==> config.mk <==
export PLATFORM = sky130hd
export DESIGN_NAME = ps_timer_one
export DESIGN_NICKNAME = d
export VERILOG_FILES = /design/src/verilog/ps_timer_pkg.sv /design/src/verilog/ps_timer_one.sv /design/src/verilog/stage_two_count.sv /design/src/verilog/config_retain.sv
export SDC_FILE = /design/constraint.sdc
export NUM_CORES = 1
export LEC_CHECK = 0
export ABC_AREA = 1
export BUFFER_PORTS_ARGS = -buffer_cell sky130_fd_sc_hd__buf_2
export CAP_MARGIN = 20
export CORE_ASPECT_RATIO = 2
export CORE_UTILIZATION = 48
export CTS_BUF_LIST = sky130_fd_sc_hd__clkbuf_8
export CTS_CLUSTER_SIZE = 16
export DETAILED_ROUTE_END_ITERATION = 8
export PLACE_DENSITY = 0.85
export SYNTH_ARGS = -nofsm -noshare
export SYNTH_HDL_FRONTEND = slang
export SYNTH_HIERARCHICAL = 1
export SYNTH_SLANG_ARGS = --single-unit
==> constraint.sdc <==
create_clock -name sys_clk -period 1.5 [get_ports sys_clk]
set_input_delay 0.075 -clock sys_clk [delete_from_list [all_inputs] [get_ports sys_clk]]
set_output_delay 0.075 -clock sys_clk [all_outputs]
set_load 0.1 [all_outputs]
==> src/verilog/ps_timer_pkg.sv <==
// Constants, types and helpers shared by the prescale timer one design
package ps_timer_pkg;

	// Register port geometry
	localparam int ADDR_W = 3;
	localparam int DATA_W = 16;
	localparam int COUNT_W = 8;
	localparam int IRQ_W = 2;

	// Register offsets on the plain register port
	localparam logic [2:0] CTRL_OFS = 3'h0;
	localparam logic [2:0] COUNT_OFS = 3'h1;
	localparam logic [2:0] IRQ_STATUS_OFS = 3'h2;
	localparam logic [2:0] IRQ_MASK_OFS = 3'h3;

	// Control register field positions
	localparam int SRC_HI = 15;
	localparam int SRC_LO = 14;
	localparam int DIV_HI = 13;
	localparam int DIV_LO = 11;
	localparam int HOLD_BIT = 8;
	localparam int IVL_HI = 4;
	localparam int IVL_LO = 2;
	localparam int IE_BIT = 1;
	localparam int FLAG_BIT = 0;

	// Control register values after reset
	localparam logic [1:0] SRC_RESET = 2'h0;
	localparam logic [2:0] DIV_RESET = 3'h0;
	localparam logic HOLD_RESET = 1'b1;
	localparam logic [2:0] IVL_RESET = 3'h0;
	localparam logic IE_RESET = 1'b0;
	localparam logic FLAG_RESET = 1'b0;

	// Other registers after reset
	localparam logic [7:0] COUNT_RESET = 8'h00;
	localparam logic [1:0] IRQ_STATUS_RESET = 2'h0;
	localparam logic [1:0] IRQ_MASK_RESET = 2'h0;
	localparam logic [15:0] RDATA_RESET = 16'h0000;

	// Interrupt status bit positions
	localparam int IRQ_EVENT_BIT = 0;
	localparam int IRQ_WRAP_BIT = 1;

	// Fixed divide taps in calendar mode: /256 for stage one, /128 here
	localparam logic [2:0] STAGE_ONE_CAL_DIV = 3'h7;
	localparam logic [2:0] STAGE_TWO_CAL_DIV = 3'h6;

	// Vector codes for the stage two event
	localparam logic [15:0] VEC_PLAIN = 16'h000c;
	localparam logic [15:0] VEC_TAMPER = 16'h000e;

	typedef enum logic [1:0] {
		SRC_XTAL_A = 2'b00,
		SRC_XTAL_B = 2'b01,
		SRC_STAGE_ONE_A = 2'b10,
		SRC_STAGE_ONE_B = 2'b11
	} source_sel_t;

	// True when the next increment carries out of tap sel (divide by 2^(sel+1))
	function automatic logic tap_hit(input logic [7:0] cnt,
		input logic [2:0] sel);
		logic [7:0] m;
		m = 8'hff >> (3'h7 - sel);
		return (cnt & m) == m;
	endfunction

endpackage

==> src/verilog/ps_timer_one.sv <==
// Prescale timer one control: source, divide, hold, interval and event flag
//
// Decided for this implementation: the plain strobed port and the placing of the registers.
`timescale 1ns/10ps
module ps_timer_one
(
	input  wire logic                          sys_clk,
	input  wire logic                          reset_n,
	input  wire logic [ps_timer_pkg::ADDR_W-1:0] addr,
	input  wire logic [ps_timer_pkg::DATA_W-1:0] wdata,
	input  wire logic                          wr_en,
	input  wire logic                          rd_en,
	output logic      [ps_timer_pkg::DATA_W-1:0] rdata,
	input  wire logic                          xtal_tick,
	input  wire logic                          stage_one_tick,
	input  wire logic                          calendar_mode,
	input  wire logic                          global_clock_hold,
	input  wire logic                          low_power_pin_lock,
	input  wire logic                          deepest_low_power_mode,
	input  wire logic                          tamper_present,
	input  wire logic                          higher_vector_pending,
	output logic                               stage_one_force_div256,
	output logic      [2:0]                    stage_one_div_override,
	output logic                               stage_two_out_tick,
	output logic                               stage_two_irq,
	output logic                               wake_request,
	output logic                               vector_valid,
	output logic      [15:0]                   vector_code,
	output logic                               irq
);

	import ps_timer_pkg::*;

	// One strobe decode shared by all four registers
	function automatic logic reg_hit(input logic strobe,
		input logic [ADDR_W-1:0] a, input logic [ADDR_W-1:0] ofs);
		return strobe && (a == ofs);
	endfunction

	// Software visible control fields
	logic [1:0]   src_reg;
	logic [2:0]   div_reg;
	logic         hold_reg;
	logic [2:0]   ivl_reg;
	logic         ie_reg;
	logic         flag_reg;
	logic [1:0]   irq_status_reg;
	logic [1:0]   irq_mask_reg;
	logic [15:0]  rdata_reg;
	logic         lpm_prev_reg;
	logic         vec_valid_reg;
	logic [15:0]  vec_code_reg;

	// Effective settings after the retention stage
	logic [1:0]   src_eff;
	logic [2:0]   div_eff;
	logic         hold_eff;
	logic [2:0]   ivl_eff;

	// Counter side
	logic [7:0]   count_value;
	logic         div_pulse;
	logic         event_pulse;
	logic         wrap_pulse;

	// Decoded strobes and datapath terms
	logic         wr_ctrl;
	logic         wr_count;
	logic         wr_status;
	logic         wr_mask;
	logic         lpm_entry;
	logic         source_tick;
	logic         counter_held;
	logic         count_step;
	logic [2:0]   div_sel;
	logic [15:0]  ctrl_view;
	logic [15:0]  rdata_next;
	logic         flag_next;
	logic [1:0]   irq_status_next;

	assign wr_ctrl   = reg_hit(wr_en, addr, CTRL_OFS);
	assign wr_count  = reg_hit(wr_en, addr, COUNT_OFS);
	assign wr_status = reg_hit(wr_en, addr, IRQ_STATUS_OFS);
	assign wr_mask   = reg_hit(wr_en, addr, IRQ_MASK_OFS);

	// Entering the deepest mode loses the source, divide, hold and interval fields; their effect stays only while the pins are locked
	assign lpm_entry = deepest_low_power_mode && !lpm_prev_reg;

	// Edge detect idles low, matching the mode input after reset
	always_ff @(posedge sys_clk)
	begin
		if (!reset_n)
			lpm_prev_reg <= 1'b0;
		else
			lpm_prev_reg <= deepest_low_power_mode;
	end

	// Source, divide, hold and interval fields
	always_ff @(posedge sys_clk)
	begin
		if (!reset_n)
		begin
			src_reg  <= SRC_RESET;
			div_reg  <= DIV_RESET;
			hold_reg <= HOLD_RESET;
			ivl_reg  <= IVL_RESET;
		end
		else if (lpm_entry)
		begin
			src_reg  <= SRC_RESET;
			div_reg  <= DIV_RESET;
			hold_reg <= HOLD_RESET;
			ivl_reg  <= IVL_RESET;
		end
		else if (wr_ctrl)
		begin
			// Reserved positions are simply not stored
			src_reg  <= wdata[SRC_HI:SRC_LO];
			div_reg  <= wdata[DIV_HI:DIV_LO];
			hold_reg <= wdata[HOLD_BIT];
			ivl_reg  <= wdata[IVL_HI:IVL_LO];
		end
	end

	// Interrupt enable survives the deepest mode so that it can wake
	// Kept apart from the wiped fields so a pending wake is never lost
	always_ff @(posedge sys_clk)
	begin
		if (!reset_n)
			ie_reg <= IE_RESET;
		else if (wr_ctrl)
			ie_reg <= wdata[IE_BIT];
	end

	// A write acts one cycle late; the price of a clean freeze point
	config_retain u_retain
	(
		.sys_clk  (sys_clk),
		.reset_n  (reset_n),
		.pin_lock (low_power_pin_lock),
		.src_in   (src_reg),
		.div_in   (div_reg),
		.hold_in  (hold_reg),
		.ivl_in   (ivl_reg),
		.src_eff  (src_eff),
		.div_eff  (div_eff),
		.hold_eff (hold_eff),
		.ivl_eff  (ivl_eff)
	);

	// Clock source for the counter
	// The two codes of each pair are aliases with no difference
	always_comb
	begin
		source_tick = 1'b0;
		if (calendar_mode)
			source_tick = stage_one_tick;
		else
		begin
			unique case (source_sel_t'(src_eff))
				SRC_XTAL_A,
				SRC_XTAL_B:
					source_tick = xtal_tick;
				SRC_STAGE_ONE_A,
				SRC_STAGE_ONE_B:
					source_tick = stage_one_tick;
			endcase
		end
	end

	// Local hold has no say in calendar mode
	assign counter_held = calendar_mode ? global_clock_hold
		: hold_eff;
	assign count_step = source_tick && !counter_held;

	// Calendar mode pins the output divider, ignoring the field
	assign div_sel = calendar_mode ? STAGE_TWO_CAL_DIV
		: div_eff;

	// The first prescaler lives outside; in calendar mode it is told to divide by 256
	assign stage_one_force_div256 = calendar_mode;
	assign stage_one_div_override = STAGE_ONE_CAL_DIV;

	// A counter write beats a tick arriving in the same cycle
	stage_two_count u_count
	(
		.sys_clk     (sys_clk),
		.reset_n     (reset_n),
		.step        (count_step),
		.load        (wr_count),
		.load_value  (wdata[COUNT_W-1:0]),
		.div_sel     (div_sel),
		.ivl_sel     (ivl_eff),
		.count_value (count_value),
		.div_pulse   (div_pulse),
		.event_pulse (event_pulse),
		.wrap_pulse  (wrap_pulse)
	);

	// Feeds the calendar counters, or whatever the divided rate drives
	assign stage_two_out_tick = div_pulse;

	// Time event flag: software may write either value, an event wins
	always_comb
	begin
		flag_next = flag_reg;
		if (wr_ctrl)
			flag_next = wdata[FLAG_BIT];
		if (event_pulse)
			flag_next = 1'b1;
	end

	// Own register so the event path into the flag stays short
	always_ff @(posedge sys_clk)
	begin
		if (!reset_n)
			flag_reg <= FLAG_RESET;
		else
			flag_reg <= flag_next;
	end

	// Request stays up as long as flag and enable are both set
	assign stage_two_irq = flag_reg && ie_reg;

	// Level wake-up; only meaningful while in the deepest mode
	// The power controller, not this block, decides when it is heeded
	assign wake_request = flag_reg && ie_reg;

	// Vector code; the other timer sources outrank this one
	// Registered so the code word cannot glitch while requests settle
	always_ff @(posedge sys_clk)
	begin
		if (!reset_n)
		begin
			vec_valid_reg <= 1'b0;
			vec_code_reg  <= 16'h0000;
		end
		else
		begin
			vec_valid_reg <= stage_two_irq && !higher_vector_pending;
			vec_code_reg  <= tamper_present ? VEC_TAMPER
				: VEC_PLAIN;
		end
	end

	// Code reads zero when idle so a wired OR of sources stays clean
	assign vector_valid = vec_valid_reg;
	assign vector_code  = vec_valid_reg ? vec_code_reg : 16'h0000;

	// Sticky status for the system interrupt line, write one to clear
	always_comb
	begin
		irq_status_next = irq_status_reg;
		if (wr_status)
			irq_status_next = irq_status_reg & ~wdata[IRQ_W-1:0];
		// Set wins over a clear in the same cycle
		if (event_pulse)
			irq_status_next[IRQ_EVENT_BIT] = 1'b1;
		if (wrap_pulse)
			irq_status_next[IRQ_WRAP_BIT] = 1'b1;
	end

	always_ff @(posedge sys_clk)
	begin
		if (!reset_n)
			irq_status_reg <= IRQ_STATUS_RESET;
		else
			irq_status_reg <= irq_status_next;
	end

	// Mask has the same layout as status and no reserved bits
	always_ff @(posedge sys_clk)
	begin
		if (!reset_n)
			irq_mask_reg <= IRQ_MASK_RESET;
		else if (wr_mask)
			irq_mask_reg <= wdata[IRQ_W-1:0];
	end

	// Level output; drops only when software clears or masks
	assign irq = |(irq_status_reg & irq_mask_reg);

	// Control register as software sees it; gaps read back as zero
	always_comb
	begin
		ctrl_view = 16'h0000;
		ctrl_view[SRC_HI:SRC_LO] = src_reg;
		ctrl_view[DIV_HI:DIV_LO] = div_reg;
		ctrl_view[HOLD_BIT]      = hold_reg;
		ctrl_view[IVL_HI:IVL_LO] = ivl_reg;
		ctrl_view[IE_BIT]        = ie_reg;
		ctrl_view[FLAG_BIT]      = flag_reg;
	end

	// Read data stand for exactly one cycle after the strobe
	always_comb
	begin
		rdata_next = 16'h0000;
		if (rd_en)
		begin
			unique case (addr)
				CTRL_OFS:
					rdata_next = ctrl_view;
				COUNT_OFS:
					rdata_next = {8'h00, count_value};
				IRQ_STATUS_OFS:
					rdata_next = {14'h0000, irq_status_reg};
				IRQ_MASK_OFS:
					rdata_next = {14'h0000, irq_mask_reg};
				// Indices four to seven are unmapped
				default:
					rdata_next = 16'h0000;
			endcase
		end
	end

	// Registered read keeps the bus answer at one fixed cycle
	always_ff @(posedge sys_clk)
	begin
		if (!reset_n)
			rdata_reg <= RDATA_RESET;
		else
			rdata_reg <= rdata_next;
	end

	assign rdata = rdata_reg;

endmodule

==> src/verilog/stage_two_count.sv <==
// Eight bit stage two prescale counter with divide and interval taps
`timescale 1ns/10ps
module stage_two_count
	import ps_timer_pkg::*;
(
	input  wire logic         sys_clk,
	input  wire logic         reset_n,
	input  wire logic         step,
	input  wire logic         load,
	input  wire logic [7:0]   load_value,
	input  wire logic [2:0]   div_sel,
	input  wire logic [2:0]   ivl_sel,
	output logic      [7:0]   count_value,
	output logic              div_pulse,
	output logic              event_pulse,
	output logic              wrap_pulse
);

	always_ff @(posedge sys_clk)
	begin
		if (!reset_n)
			count_value <= COUNT_RESET;
		else if (load)
			count_value <= load_value;
		else if (step)
			count_value <= count_value + 8'h01;
	end

	// Taps fire on the carry out of the chosen bit, one pulse per period
	always_ff @(posedge sys_clk)
	begin
		if (!reset_n)
		begin
			div_pulse   <= 1'b0;
			event_pulse <= 1'b0;
			wrap_pulse  <= 1'b0;
		end
		else
		begin
			div_pulse   <= step && !load && tap_hit(count_value, div_sel);
			event_pulse <= step && !load && tap_hit(count_value, ivl_sel);
			wrap_pulse  <= step && !load && (count_value == 8'hff);
		end
	end

endmodule

==> src/verilog/config_retain.sv <==
// Effective copy of the retained settings, frozen while the pins are locked
`timescale 1ns/10ps
module config_retain
	import ps_timer_pkg::*;
(
	input  wire logic         sys_clk,
	input  wire logic         reset_n,
	input  wire logic         pin_lock,
	input  wire logic [1:0]   src_in,
	input  wire logic [2:0]   div_in,
	input  wire logic         hold_in,
	input  wire logic [2:0]   ivl_in,
	output logic      [1:0]   src_eff,
	output logic      [2:0]   div_eff,
	output logic              hold_eff,
	output logic      [2:0]   ivl_eff
);

	// While locked the register may be lost or rewritten; behaviour holds
	always_ff @(posedge sys_clk)
	begin
		if (!reset_n)
		begin
			src_eff  <= SRC_RESET;
			div_eff  <= DIV_RESET;
			hold_eff <= HOLD_RESET;
			ivl_eff  <= IVL_RESET;
		end
		else if (!pin_lock)
		begin
			src_eff  <= src_in;
			div_eff  <= div_in;
			hold_eff <= hold_in;
			ivl_eff  <= ivl_in;
		end
	end

endmodule

# After elaboration in Yosys (flattened, before gate mapping)
# Cells that the tools add are included.
# totals
ff_bits,69
input_bits,31
out_inout_bits,41
word_cells,82
# op_classes
n_addsub,3
n_eq_ne,9
shift,2
muxes,14
bitwise_logic,6
reduce_logical,27
# op_table
op,n
one-hot mux 16 bit (4 select lines),1
AND 8 bit,2
equality test 8 bit,2
two-way mux 16 bit,1
two-way mux 8 bit,2
"right shift 8 x 3 -> 8 bit, first input constant",2
logical AND 1 bit,12
"adder 8 x 1 -> 8 bit, second input constant",1
"equality test 8 bit, second input constant",1
nonzero test 2 bit,4
OR reduction 2 bit,4
"equality test 3 x 2 -> 1 bit, second input constant",2
two-way mux 1 bit,6
"subtractor 3 bit, first input constant",2
AND 2 bit,2
"equality test 2 bit, second input constant",2
logical NOT 1 bit,4
two-way mux 2 bit,2
"equality test 3 x 1 -> 1 bit, second input constant",1
logical NOT 3 bit,1
two-way mux 3 bit,1
"equality test 2 x 1 -> 1 bit, second input constant",1
logical NOT 2 bit,1
NOT 2 bit,1
other kinds (3),3

# Logic depth before layout (Yosys ltp)
# Gate-level depths: netlist of the first run.
# depth
word_depth,7
depth_mapped,11
mapped_depth_nobuf,10

# Modules after synthesis
# The synthesis of the first run kept the hierarchy.
# modules_own_cells
module,instances,cells_each,area_each_um2,seq_area_each_um2
ps_timer_one,1,190,1446.4,660.6
stage_two_count,1,105,696.9,220.2
config_retain,1,56,382.9,180.2

# Worst setup path before layout of the first run
# No wires, ideal clock.
# synth_timing
path_kind,register -> output
start,"reg vec_valid_reg, in the netlist vector_valid"
end,out vector_code[3]
t_arrival_ns,2.107
t_required_ns,1.425
path_slack_ns,-0.682
stages_incl_launch_ff,4
n_path_buf,1
path_cell_list,dfxtp_1 > nand2_1 > inv_1 > buf_4
# synth_between
elab_chain_cells,1
# synth_rtl
item,line,source
start: declaration,ps_timer_one.sv:51,logic vec_valid_reg;
start signal: assignment,ps_timer_one.sv:240,vec_valid_reg <= stage_two_irq && !higher_vector_pending;
two-way mux 16 bit,ps_timer_one.sv:248,assign vector_code = vec_valid_reg ? vec_code_reg : 16'h0000;
end: declaration,ps_timer_one.sv:28,"output logic [15:0] vector_code,"
# No other way between the ends.

# Worst setup path after layout of the first run
# layout_timing
start,reg u_retain.src_eff[1]
end,reg u_count.count_value[7]
# layout_between
elab_chain_cells,6
word_cells_on_any_way,10
classes_between,eq/ne (3); mux (2); reduce/logical (5)
# layout_rtl
item,line,source
start: declaration,config_retain.sv:13,"output logic [1:0] src_eff,"
start signal: assignment,config_retain.sv:31,src_eff <= src_in;
"equality test 2 bit, or another cell as far along",ps_timer_one.sv:160,unique case (source_sel_t'(src_eff))
OR reduction 2 bit,ps_timer_one.sv:160,
one-hot mux 1 bit (2 select lines) (*),ps_timer_one.sv:160,
two-way mux 1 bit (*),ps_timer_one.sv:156,if (calendar_mode)
logical AND 1 bit (*),ps_timer_one.sv:174,assign count_step = source_tick && !counter_held;
via count_step,ps_timer_one.sv:74,logic count_step;
nonzero test 2 bit (no line) (*),--,
end signal: assignment,stage_two_count.sv:24,count_value <= load_value;
end signal: assignment,stage_two_count.sv:26,count_value <= count_value + 8'h01;
end: declaration,stage_two_count.sv:13,"output logic [7:0] count_value,"
# The timed path passes the listed nets; every way through them passes the cells marked *.
# A chain may end at the register's enable or synchronous reset.

==> run_results.csv, run 1 <==
group,metric,value,unit
critical_path,reg2reg_from,"u_retain/src_eff[1]",
cells_and_area,largest_reg_flops,14,
synthesis,postSynthCellCount,345,
sta,relSlewSlack,0.6520,
sta,finalSetupTns,0,ns
worst_hold_path,min_path_type,"primary input to flip-flop",
sta,drv_slew,0,
power,pwr_density_cell,1008,nW/µm²
critical_path,critPathLaunch,"u_retain/src_eff[1]",
routing,vias,2288,
critical_path,crit_family,"simple AND/OR/NAND/NOR gates",
floorplan,start_util,0.5066,
sta,fin_crit_sh,0.9434,
clock_network,cts_made_buffers,5,
routing,ant_nets,0,
cells_and_area,synthToLayoutAreaGrowth,15.90,%
routing,viasPerCell,4.985,
floorplan,coreArea,4910,µm²
cells_and_area,drive_above_1_share,0.2214,
floorplan,ioPinCount,72,
floorplan,die_h,103.8,µm
placement,dp.final_hpwl,4.334,mm
placement,pre_cts_ws,0.05197,ns
synthesis,netlist_area,2487,µm²
cells_and_area,nets,433,
clock_network,cts.htree.levels,2,
floorplan,dieArea,5491,µm²
cells_and_area,nFillCells,481,
global_route,grt_usage,0.2278,
power,leakage,1.370,nW
critical_path,cpMostUsedCell,"nand3_1",
floorplan,die_w,52.90,µm
clock_network,clk_pin_slew,0.10,ns
placement,dp_cells,447,
routing,wl_per_cell,12.72,µm
placement,io_buffers,51,
clock_network,clock-root-buffer,"clkbuf_8",
routing,drt_iter0_drc,54,
global_route,antenna_found_initial,0,
sta,finalSetupViolations,0,
critical_path,critPathCaptureType,"flip-flop",
sta,hold_viol_final,0,
synthesis,yosys_warnings,6,
worst_hold_path,hold_start,"wdata[3]",
critical_path,critPathMaxStageDelay,0.32,ns
routing,dr.pass1.iters,4,
critical_path,required,1.71,ns
critical_path,criticalPathCategory,"flip-flop to flip-flop",
global_route,grt_max_degree,19,
cells_and_area,final_cell_mix,"70 x nand2_1, 51 x buf_2, 50 x dfxtp_1",
cells_and_area,final_cells,459,
run_status,status,"completed",
placement,gp_congestion,0.8991,
cells_and_area,mostFrequentLayoutCell,"nand2_1",
critical_path,cp_num_buf_inv,2,
critical_path,path_cells,"or2_4 > o22ai_4 > a21oi_4 > buf_4 > nand2_2 > nor2_1 > nand3_1 > nand3_1 > nand2_1 > inv_1",
clock_network,clock-sinks,52,
clock_network,cts_tree,"done",
floorplan,fp-row-count,36,
routing,drt_wl_total,5.839,mm
global_route,grt-ovfl-total,0,
sta,whs,0.03539,ns
sta,fin_ws,0.08489,ns
clock_network,cts_buffer_depth,2,
flow_run,maxCapViolations,0,
sta,max_freq,706.7,MHz
sta,fin_skew,0.004237,ns
clock_network,clk_latency,0.31,ns
sta,tightest_slew,0.5208,ns
synthesis,syn_avg_cell_area,7.210,µm²
power,ir_worst_vdd,0.0008899,V
cells_and_area,diodes,0,
sta,period_needed,1.415,ns
sta,rsz0062_at_grt,"false",
routing,drc,0,
critical_path,critPathArrivalTime,1.63,ns
global_route,grt_pass1_vias,2202,
critical_path,crit_fanout,4,
critical_path,startpoint_type,"flip-flop",
global_route,grt_first_pass_wirelength,9.321,mm
critical_path,slowest_stage,"dfxtp_1",
## routing by layer
layer  vias to the layer above  global-route usage  share of wire
li1                       1150                   -              -
met2                        85              0.4304           0.58
met4                         0              0.1222          0.030
met3                        14             0.04552          0.039
met1                      1039              0.2065           0.35
met5                         -                   0              0
## final timing paths
path / endpoint / slack, ns / cells after the start
max: u_count/count_value[7] / 0.08 / 10
min: ivl_reg[1] / 0.04 / 3
max reg2reg: u_count/count_value[7] / 0.08 / 10
min reg2reg: irq_status_reg[1] / 0.46 / 2
## power breakdown
| part | switching (mW) | internal (mW) | leakage [nW] |
|---|---|---|---|
| clock | 0.481 | 0.498 | 0.0599 |
| combinational | 0.381 | 0.107 | 0.886 |
| sequential | 0.0286 | 1.41 | 0.424 |
| total | 0.890 | 2.02 | 1.37 |
## per-stage QoR
step	cell area (µm²)	util	total power, mW
detailed placement	2704	0.5507	1.935
floorplan	2559	-	1.877
CTS	2855	0.5815	2.896
global route	2883	0.5872	3.001
global placement	2704	0.5507	1.927
finish	2883	0.5872	2.906
## layout make-up
class                           instances  area (µm²)  area share
Multi-Input combinational cell        228        1107      0.3841
Sequential cell                        52        1046      0.3628
Timing Repair Buffer                   62       347.8      0.1207
Inverter                               52       198.9     0.06901
Tap cell                               57       71.32     0.02474
Clock buffer                            5       68.82     0.02387
Clock inverter                          3       42.54     0.01476
## what timing repair did
| item | in CTS | in global routing |
|---|---|---|
| buffers inserted | 0 | 0 |
| hold buffers | 4 | 0 |
| hold endpoints to repair | 4 | 0 |
| endpoints found under the setup margin | 0 | 8 |
| gates resized for setup | 0 | 6 |
## worst register-to-register path: cells and delay by family (launching register included)
family / cells / cell delay, ns
AND/OR/NAND/NOR: 6 / 0.63
flip-flops: 1 / 0.32
buffers and inverters: 2 / 0.18
AO/OA/AOI/OAI: 2 / 0.18
Power figures use the tool's default switching activity.
==> run 2, diff against run 1 <==
--- a/config.mk
+++ b/config.mk
@@ -8,13 +8,13 @@
 export ABC_AREA = 1
 export BUFFER_PORTS_ARGS = -buffer_cell sky130_fd_sc_hd__buf_2
 export CAP_MARGIN = 20
-export CORE_ASPECT_RATIO = 2
+export CORE_ASPECT_RATIO = 1.4
 export CORE_UTILIZATION = 48
 export CTS_BUF_LIST = sky130_fd_sc_hd__clkbuf_8
 export CTS_CLUSTER_SIZE = 16
 export DETAILED_ROUTE_END_ITERATION = 8
 export PLACE_DENSITY = 0.85
+export SLEW_MARGIN = 5
 export SYNTH_ARGS = -nofsm -noshare
 export SYNTH_HDL_FRONTEND = slang
-export SYNTH_HIERARCHICAL = 1
 export SYNTH_SLANG_ARGS = --single-unit
==> run_results.csv, run 2 <==
group,metric,value,unit
run_status,status,"completed",
global_route,grt_pass1_vias,2087,
clock_network,clock-root-buffer,"clkbuf_8",
synthesis,netlist_area,2426,µm²
power,ir_worst_vdd,0.0004750,V
critical_path,reg2reg_to,"u_count.count_value[6]",
cells_and_area,diodes,0,
floorplan,start_util,0.5010,
critical_path,critPathArrivalTime,1.27,ns
worst_hold_path,holdPathStages,1,
synthesis,synthTopCellsByCount,"58 x nand2_1, 52 x dfxtp_1, 47 x inv_1",
routing,ant_nets,0,
synthesis,yosysMostFrequentCell,"nand2_1",
synthesis,synth-edff-count,0,
sta,finalSetupViolations,0,
critical_path,crit_family,"buffers and inverters",
critical_path,cp_num_buf_inv,2,
routing,drt_wl_total,5.392,mm
critical_path,reg2regPathDepth,8,
clock_network,cts_tree,"done",
global_route,grt_first_pass_wirelength,9.011,mm
routing,viasPerCell,4.993,
routing,drt_iter0_drc,131,
routing,wl_per_cell,12.09,µm
critical_path,slowest_stage,"buf_2",
sta,hold_viol_final,0,
global_route,grt_usage,0.2221,
sta,drv_slew,0,
critical_path,path_cells,"inv_1 > o22ai_2 > buf_2",
global_route,grt_max_degree,20,
cells_and_area,design_area,2806,µm²
floorplan,dieArea,5347,µm²
power,pwr_density_cell,1068,nW/µm²
flow_run,maxCapViolations,0,
critical_path,critPathCaptureType,"primary output",
clock_network,clk_latency,0.31,ns
routing,vias,2227,
placement,dp.final_hpwl,3.960,mm
sta,finalSetupTns,0,ns
critical_path,r2r_setup_slack,0.16,ns
synthesis,yosys-top-cells-area,"dfxtp_1 43%, nand2_1 9.0%, inv_1 7.3%, a21oi_1 7.2%, buf_4 6.8%",
sta,max_freq,742.1,MHz
placement,gp_congestion,0.8879,
placement,io_buffers,51,
clock_network,clk_pin_slew,0.08,ns
routing,drc,0,
synthesis,synth_top_area_frac,0.4291,
worst_hold_path,min_path_type,"primary input to flip-flop",
placement,dpl-instance-area,2634,µm²
sta,fin_skew,0.005488,ns
synthesis,synth_cell_types,30,
synthesis,seq_area_frac_synth,0.4291,
cells_and_area,drive_above_1_share,0.2042,
global_route,grt-ovfl-total,0,
synthesis,postSynthCellCount,332,
sta,rsz0062_at_grt,"false",
synthesis,synthArstFlopShare,0,
cells_and_area,final_cell_mix,"58 x nand2_1, 51 x buf_2, 50 x dfxtp_1",
critical_path,critPathLaunch,"irq_mask_reg[0]",
synthesis,synth-seq-cells,52,
critical_path,crit_fanout,3,
cells_and_area,mostFrequentLayoutCell,"nand2_1",
cells_and_area,synthToLayoutAreaGrowth,15.68,%
floorplan,die_h,86.12,µm
clock_network,cts_made_buffers,5,
clock_network,clock-sinks,52,
sta,fin_crit_sh,0.8984,
floorplan,die_w,62.09,µm
sta,period_needed,1.348,ns
critical_path,endpoint,"irq",
clock_network,cts_buffer_depth,2,
synthesis,yosysTopAreaCell,"dfxtp_1",
critical_path,criticalPathCategory,"flip-flop to primary output",
critical_path,reg2reg_from,"u_count.count_value[1]",
critical_path,critPathMaxStageDelay,0.44,ns
floorplan,ioPinCount,72,
clock_network,cts.htree.levels,2,
routing,dr.pass1.iters,4,
cells_and_area,nets,414,
critical_path,startpoint_type,"flip-flop",
cells_and_area,largest_reg_flops,14,
synthesis,yosys_warnings,0,
synthesis,ys.flop_type,"dfxtp_1",
power,leakage,1.320,nW
floorplan,fp-row-count,30,
critical_path,required,1.42,ns
floorplan,coreArea,4842,µm²
synthesis,syn_avg_cell_area,7.307,µm²
critical_path,cp.depth,3,
global_route,antenna_found_initial,0,
==> run 2: how the worst min path moves through the flow <==
| stage | startpoint | endpoint | slack [ns] |
|---|---|---|---|
| finish | reset_n | vec_code_reg[2] | 0.01 |
| global route | reset_n | vec_code_reg[2] | 0.02 |
| CTS | reset_n | vec_code_reg[2] | 0.02 |
| detailed placement | higher_vector_pending | vector_valid | 0.25 |
| global placement | higher_vector_pending | vector_valid | 0.24 |
| floorplan | reset_n | vec_code_reg[2] | 0.10 |
==> run 2: what timing repair did <==
item                                   CTS  global route
buffers inserted                         0             0
setup endpoints to repair                0             2
hold buffers                             4             0
endpoints found under the hold margin    4             0
gates resized for setup                  0             2
==> run 2: layer usage <==
| metal | global-route usage | up-vias | share of wire | routed length, µm |
|---|---|---|---|---|
| met3 | 0.03771 | 15 | 0.057 | 309 |
| met5 | 0 | - | 0 | 0 |
| li1 | - | 1128 | - | - |
| met2 | 0.3820 | 85 | 0.53 | 2832 |
| met4 | 0.1152 | 0 | 0.025 | 137 |
| met1 | 0.2502 | 999 | 0.39 | 2112 |
==> run 2: power breakdown <==
| part | total [mW] | internal (mW) | switching [mW] |
|---|---|---|---|
| Clock | 1.10 | 0.656 | 0.443 |
| Combinational | 0.466 | 0.0930 | 0.373 |
| Sequential | 1.43 | 1.41 | 0.0212 |
==> run 2: area by class of cell <==
type	instances	area, µm²
Clock buffer	5	68.82
Sequential cell	52	1044
Fill cell	454	2036
Tap cell	64	80.08
Clock inverter	2	60.06
Multi-Input combinational cell	216	1050
Timing Repair Buffer	58	317.8
Inverter	49	186.4
==> run 2: logic make-up after synthesis <==
group,share of synthesized area
simple gates,0.2290
buf+inv,0.1666
compound gates,0.1635
flops,0.4291
other cells,0.003096
xor+xnor,0.003611
fa+ha+maj,0.005156
==> run 2: metrics by stage <==
step / power, mW / setup WS (ns) / hold WS [ns] / cells / util
3_3_place_gp: 1.907 / 0.1949 / 0.2373 / 435 / 0.5439
6_report: 2.998 / 0.1524 / 0.01031 / 446 / 0.5796
3_5_place_dp: 1.917 / 0.1367 / 0.2453 / 435 / 0.5439
4_1_cts: 3.001 / 0.1139 / 0.01569 / 446 / 0.5788
2_1_floorplan: 1.863 / -0.3615 / 0.1027 / 348 / -
5_1_grt: 3.107 / 0.02926 / 0.01646 / 446 / 0.5796
==> run 3, diff against run 2 <==
--- a/config.mk
+++ b/config.mk
@@ -9,12 +9,13 @@
 export BUFFER_PORTS_ARGS = -buffer_cell sky130_fd_sc_hd__buf_2
 export CAP_MARGIN = 20
 export CORE_ASPECT_RATIO = 1.4
+export CORE_MARGIN = 1
 export CORE_UTILIZATION = 48
 export CTS_BUF_LIST = sky130_fd_sc_hd__clkbuf_8
 export CTS_CLUSTER_SIZE = 16
 export DETAILED_ROUTE_END_ITERATION = 8
 export PLACE_DENSITY = 0.85
-export SLEW_MARGIN = 5
+export REMOVE_ABC_BUFFERS = 1
 export SYNTH_ARGS = -nofsm -noshare
 export SYNTH_HDL_FRONTEND = slang
 export SYNTH_SLANG_ARGS = --single-unit
==> run_results.csv, run 3 (synthesis results as in run 2) <==
group,metric,value,unit
run_status,status,"completed",
floorplan,ioPinCount,72,
clock_network,cts.htree.levels,2,
clock_network,cts_buffer_depth,2,
sta,fin_ws,0.1427,ns
cells_and_area,nets,415,
sta,tightest_slew,0.5234,ns
critical_path,criticalPathCategory,"flip-flop to primary output",
placement,dp.final_hpwl,3.975,mm
power,power.switching,842.4,µW
floorplan,die_w,62.09,µm
routing,vias,2215,
power,power_frac_clock,0.301,
power,pwr_density_cell,981.6,nW/µm²
sta,fin_crit_sh,0.9048,
floorplan,fp-row-count,30,
sta,whs,0.02914,ns
global_route,grt_max_degree,20,
cells_and_area,diodes,0,
sta,hold_viol_final,0,
critical_path,crit_fanout,3,
power,seqPwrFrac,0.527,
floorplan,start_util,0.5010,
power,leakage,1.306,nW
worst_hold_path,min_path_type,"primary input to flip-flop",
sta,relSlewSlack,0.6502,
global_route,antenna_found_initial,0,
sta,drv_slew,0,
sta,finalSetupViolations,0,
routing,ant_nets,0,
critical_path,startpoint_type,"flip-flop",
placement,dp_cells,435,
placement,dpl-instance-area,2626,µm²
power,ir_worst_vdd,0.0007167,V
routing,drc,0,
cells_and_area,post-route-util,0.5716,
placement,io_buffers,51,
cells_and_area,final_cell_mix,"58 x nand2_1, 52 x dfxtp_1, 51 x buf_2",
cells_and_area,largest_reg_flops,14,
cells_and_area,synthToLayoutAreaGrowth,14.08,%
power,total_power,2.717,mW
floorplan,coreArea,4842,µm²
placement,pre_cts_ws,0.1771,ns
clock_network,clk_latency,0.31,ns
global_route,grt-ovfl-total,0,
critical_path,critPathArrivalTime,1.28,ns
global_route,grt_pass1_vias,1984,
cells_and_area,drive_above_1_share,0.1932,
routing,dr.pass1.iters,4,
clock_network,cts_tree,"done",
cells_and_area,final_cells,447,
cells_and_area,design_area,2768,µm²
global_route,grt_usage,0.2203,
clock_network,clk_pin_slew,0.09,ns
critical_path,critPathCaptureType,"primary output",
global_route,grt_first_pass_wirelength,8.694,mm
routing,wl_per_cell,11.98,µm
sta,finalSetupTns,0,ns
clock_network,clock-root-buffer,"clkbuf_8",
routing,drt_wl_total,5.354,mm
power,combPwrFrac,0.172,
floorplan,dieArea,5347,µm²
routing,viasPerCell,4.955,
sta,rsz0062_at_grt,"false",
cells_and_area,mostFrequentLayoutCell,"nand2_1",
floorplan,die_h,86.12,µm
clock_network,cts_made_buffers,5,
flow_run,maxCapViolations,0,
critical_path,required,1.42,ns
routing,drt_iter0_drc,118,
power,p_sw_frac,0.3101,
sta,fin_skew,0.004570,ns
placement,gp_congestion,0.9429,
sta,period_needed,1.357,ns
clock_network,clock-sinks,52,
clock_network,cts_resized,0,
sta,max_freq,736.8,MHz
power,intPower,1.874,mW
## run 3: repair_timing
action                                 CTS  global route
hold buffers                             5             0
endpoints found under the hold margin    6             0
buffers inserted                         0             0
## run 3: worst paths after layout
check | endpoint | cells past startpoint | slack (ns) | from
setup / recovery | irq | 3 | 0.14 | irq_mask_reg[0]
setup reg to reg | u_count.count_value[6] | 8 | 0.16 | u_count.count_value[1]
hold reg to reg | irq_status_reg[1] | 2 | 0.44 | u_count.wrap_pulse
hold / removal | src_reg[0] | 3 | 0.03 | wdata[14]
## run 3: final cells by class
cell class	instances	area, µm²
repair buffers	59	327.8
flip-flops and latches	52	1041
fillers	456	2074
multi-input cells	216	1041
clock inverters	1	8.758
inverters	49	186.4
well taps	64	80.08
clock buffers	6	82.58
## run 3: worst max-delay path: stages (launching register included)
cell     delay, ns
dfxtp_1       0.32
inv_1         0.06
o22ai_1       0.16
buf_2         0.44
## run 3: power groups by stage
stage | combinational (mW) | clock, mW | sequential, mW
2_1_floorplan | 0.328 | 0 | 1.47
3_3_place_gp | 0.447 | 0 | 1.46
3_5_place_dp | 0.454 | 0 | 1.46
4_1_cts | 0.465 | 0.835 | 1.43
5_1_grt | 0.504 | 0.881 | 1.44
6_report | 0.467 | 0.818 | 1.43
## run 3: per-layer routing
| layer | global-route usage | part of all wire | vias to the layer above |
|---|---|---|---|
| li1 | - | - | 1125 |
| met1 | 0.2509 | 0.42 | 974 |
| met2 | 0.3627 | 0.49 | 100 |
| met3 | 0.04072 | 0.054 | 16 |
| met4 | 0.1374 | 0.038 | 0 |
| met5 | 0 | 0 | - |
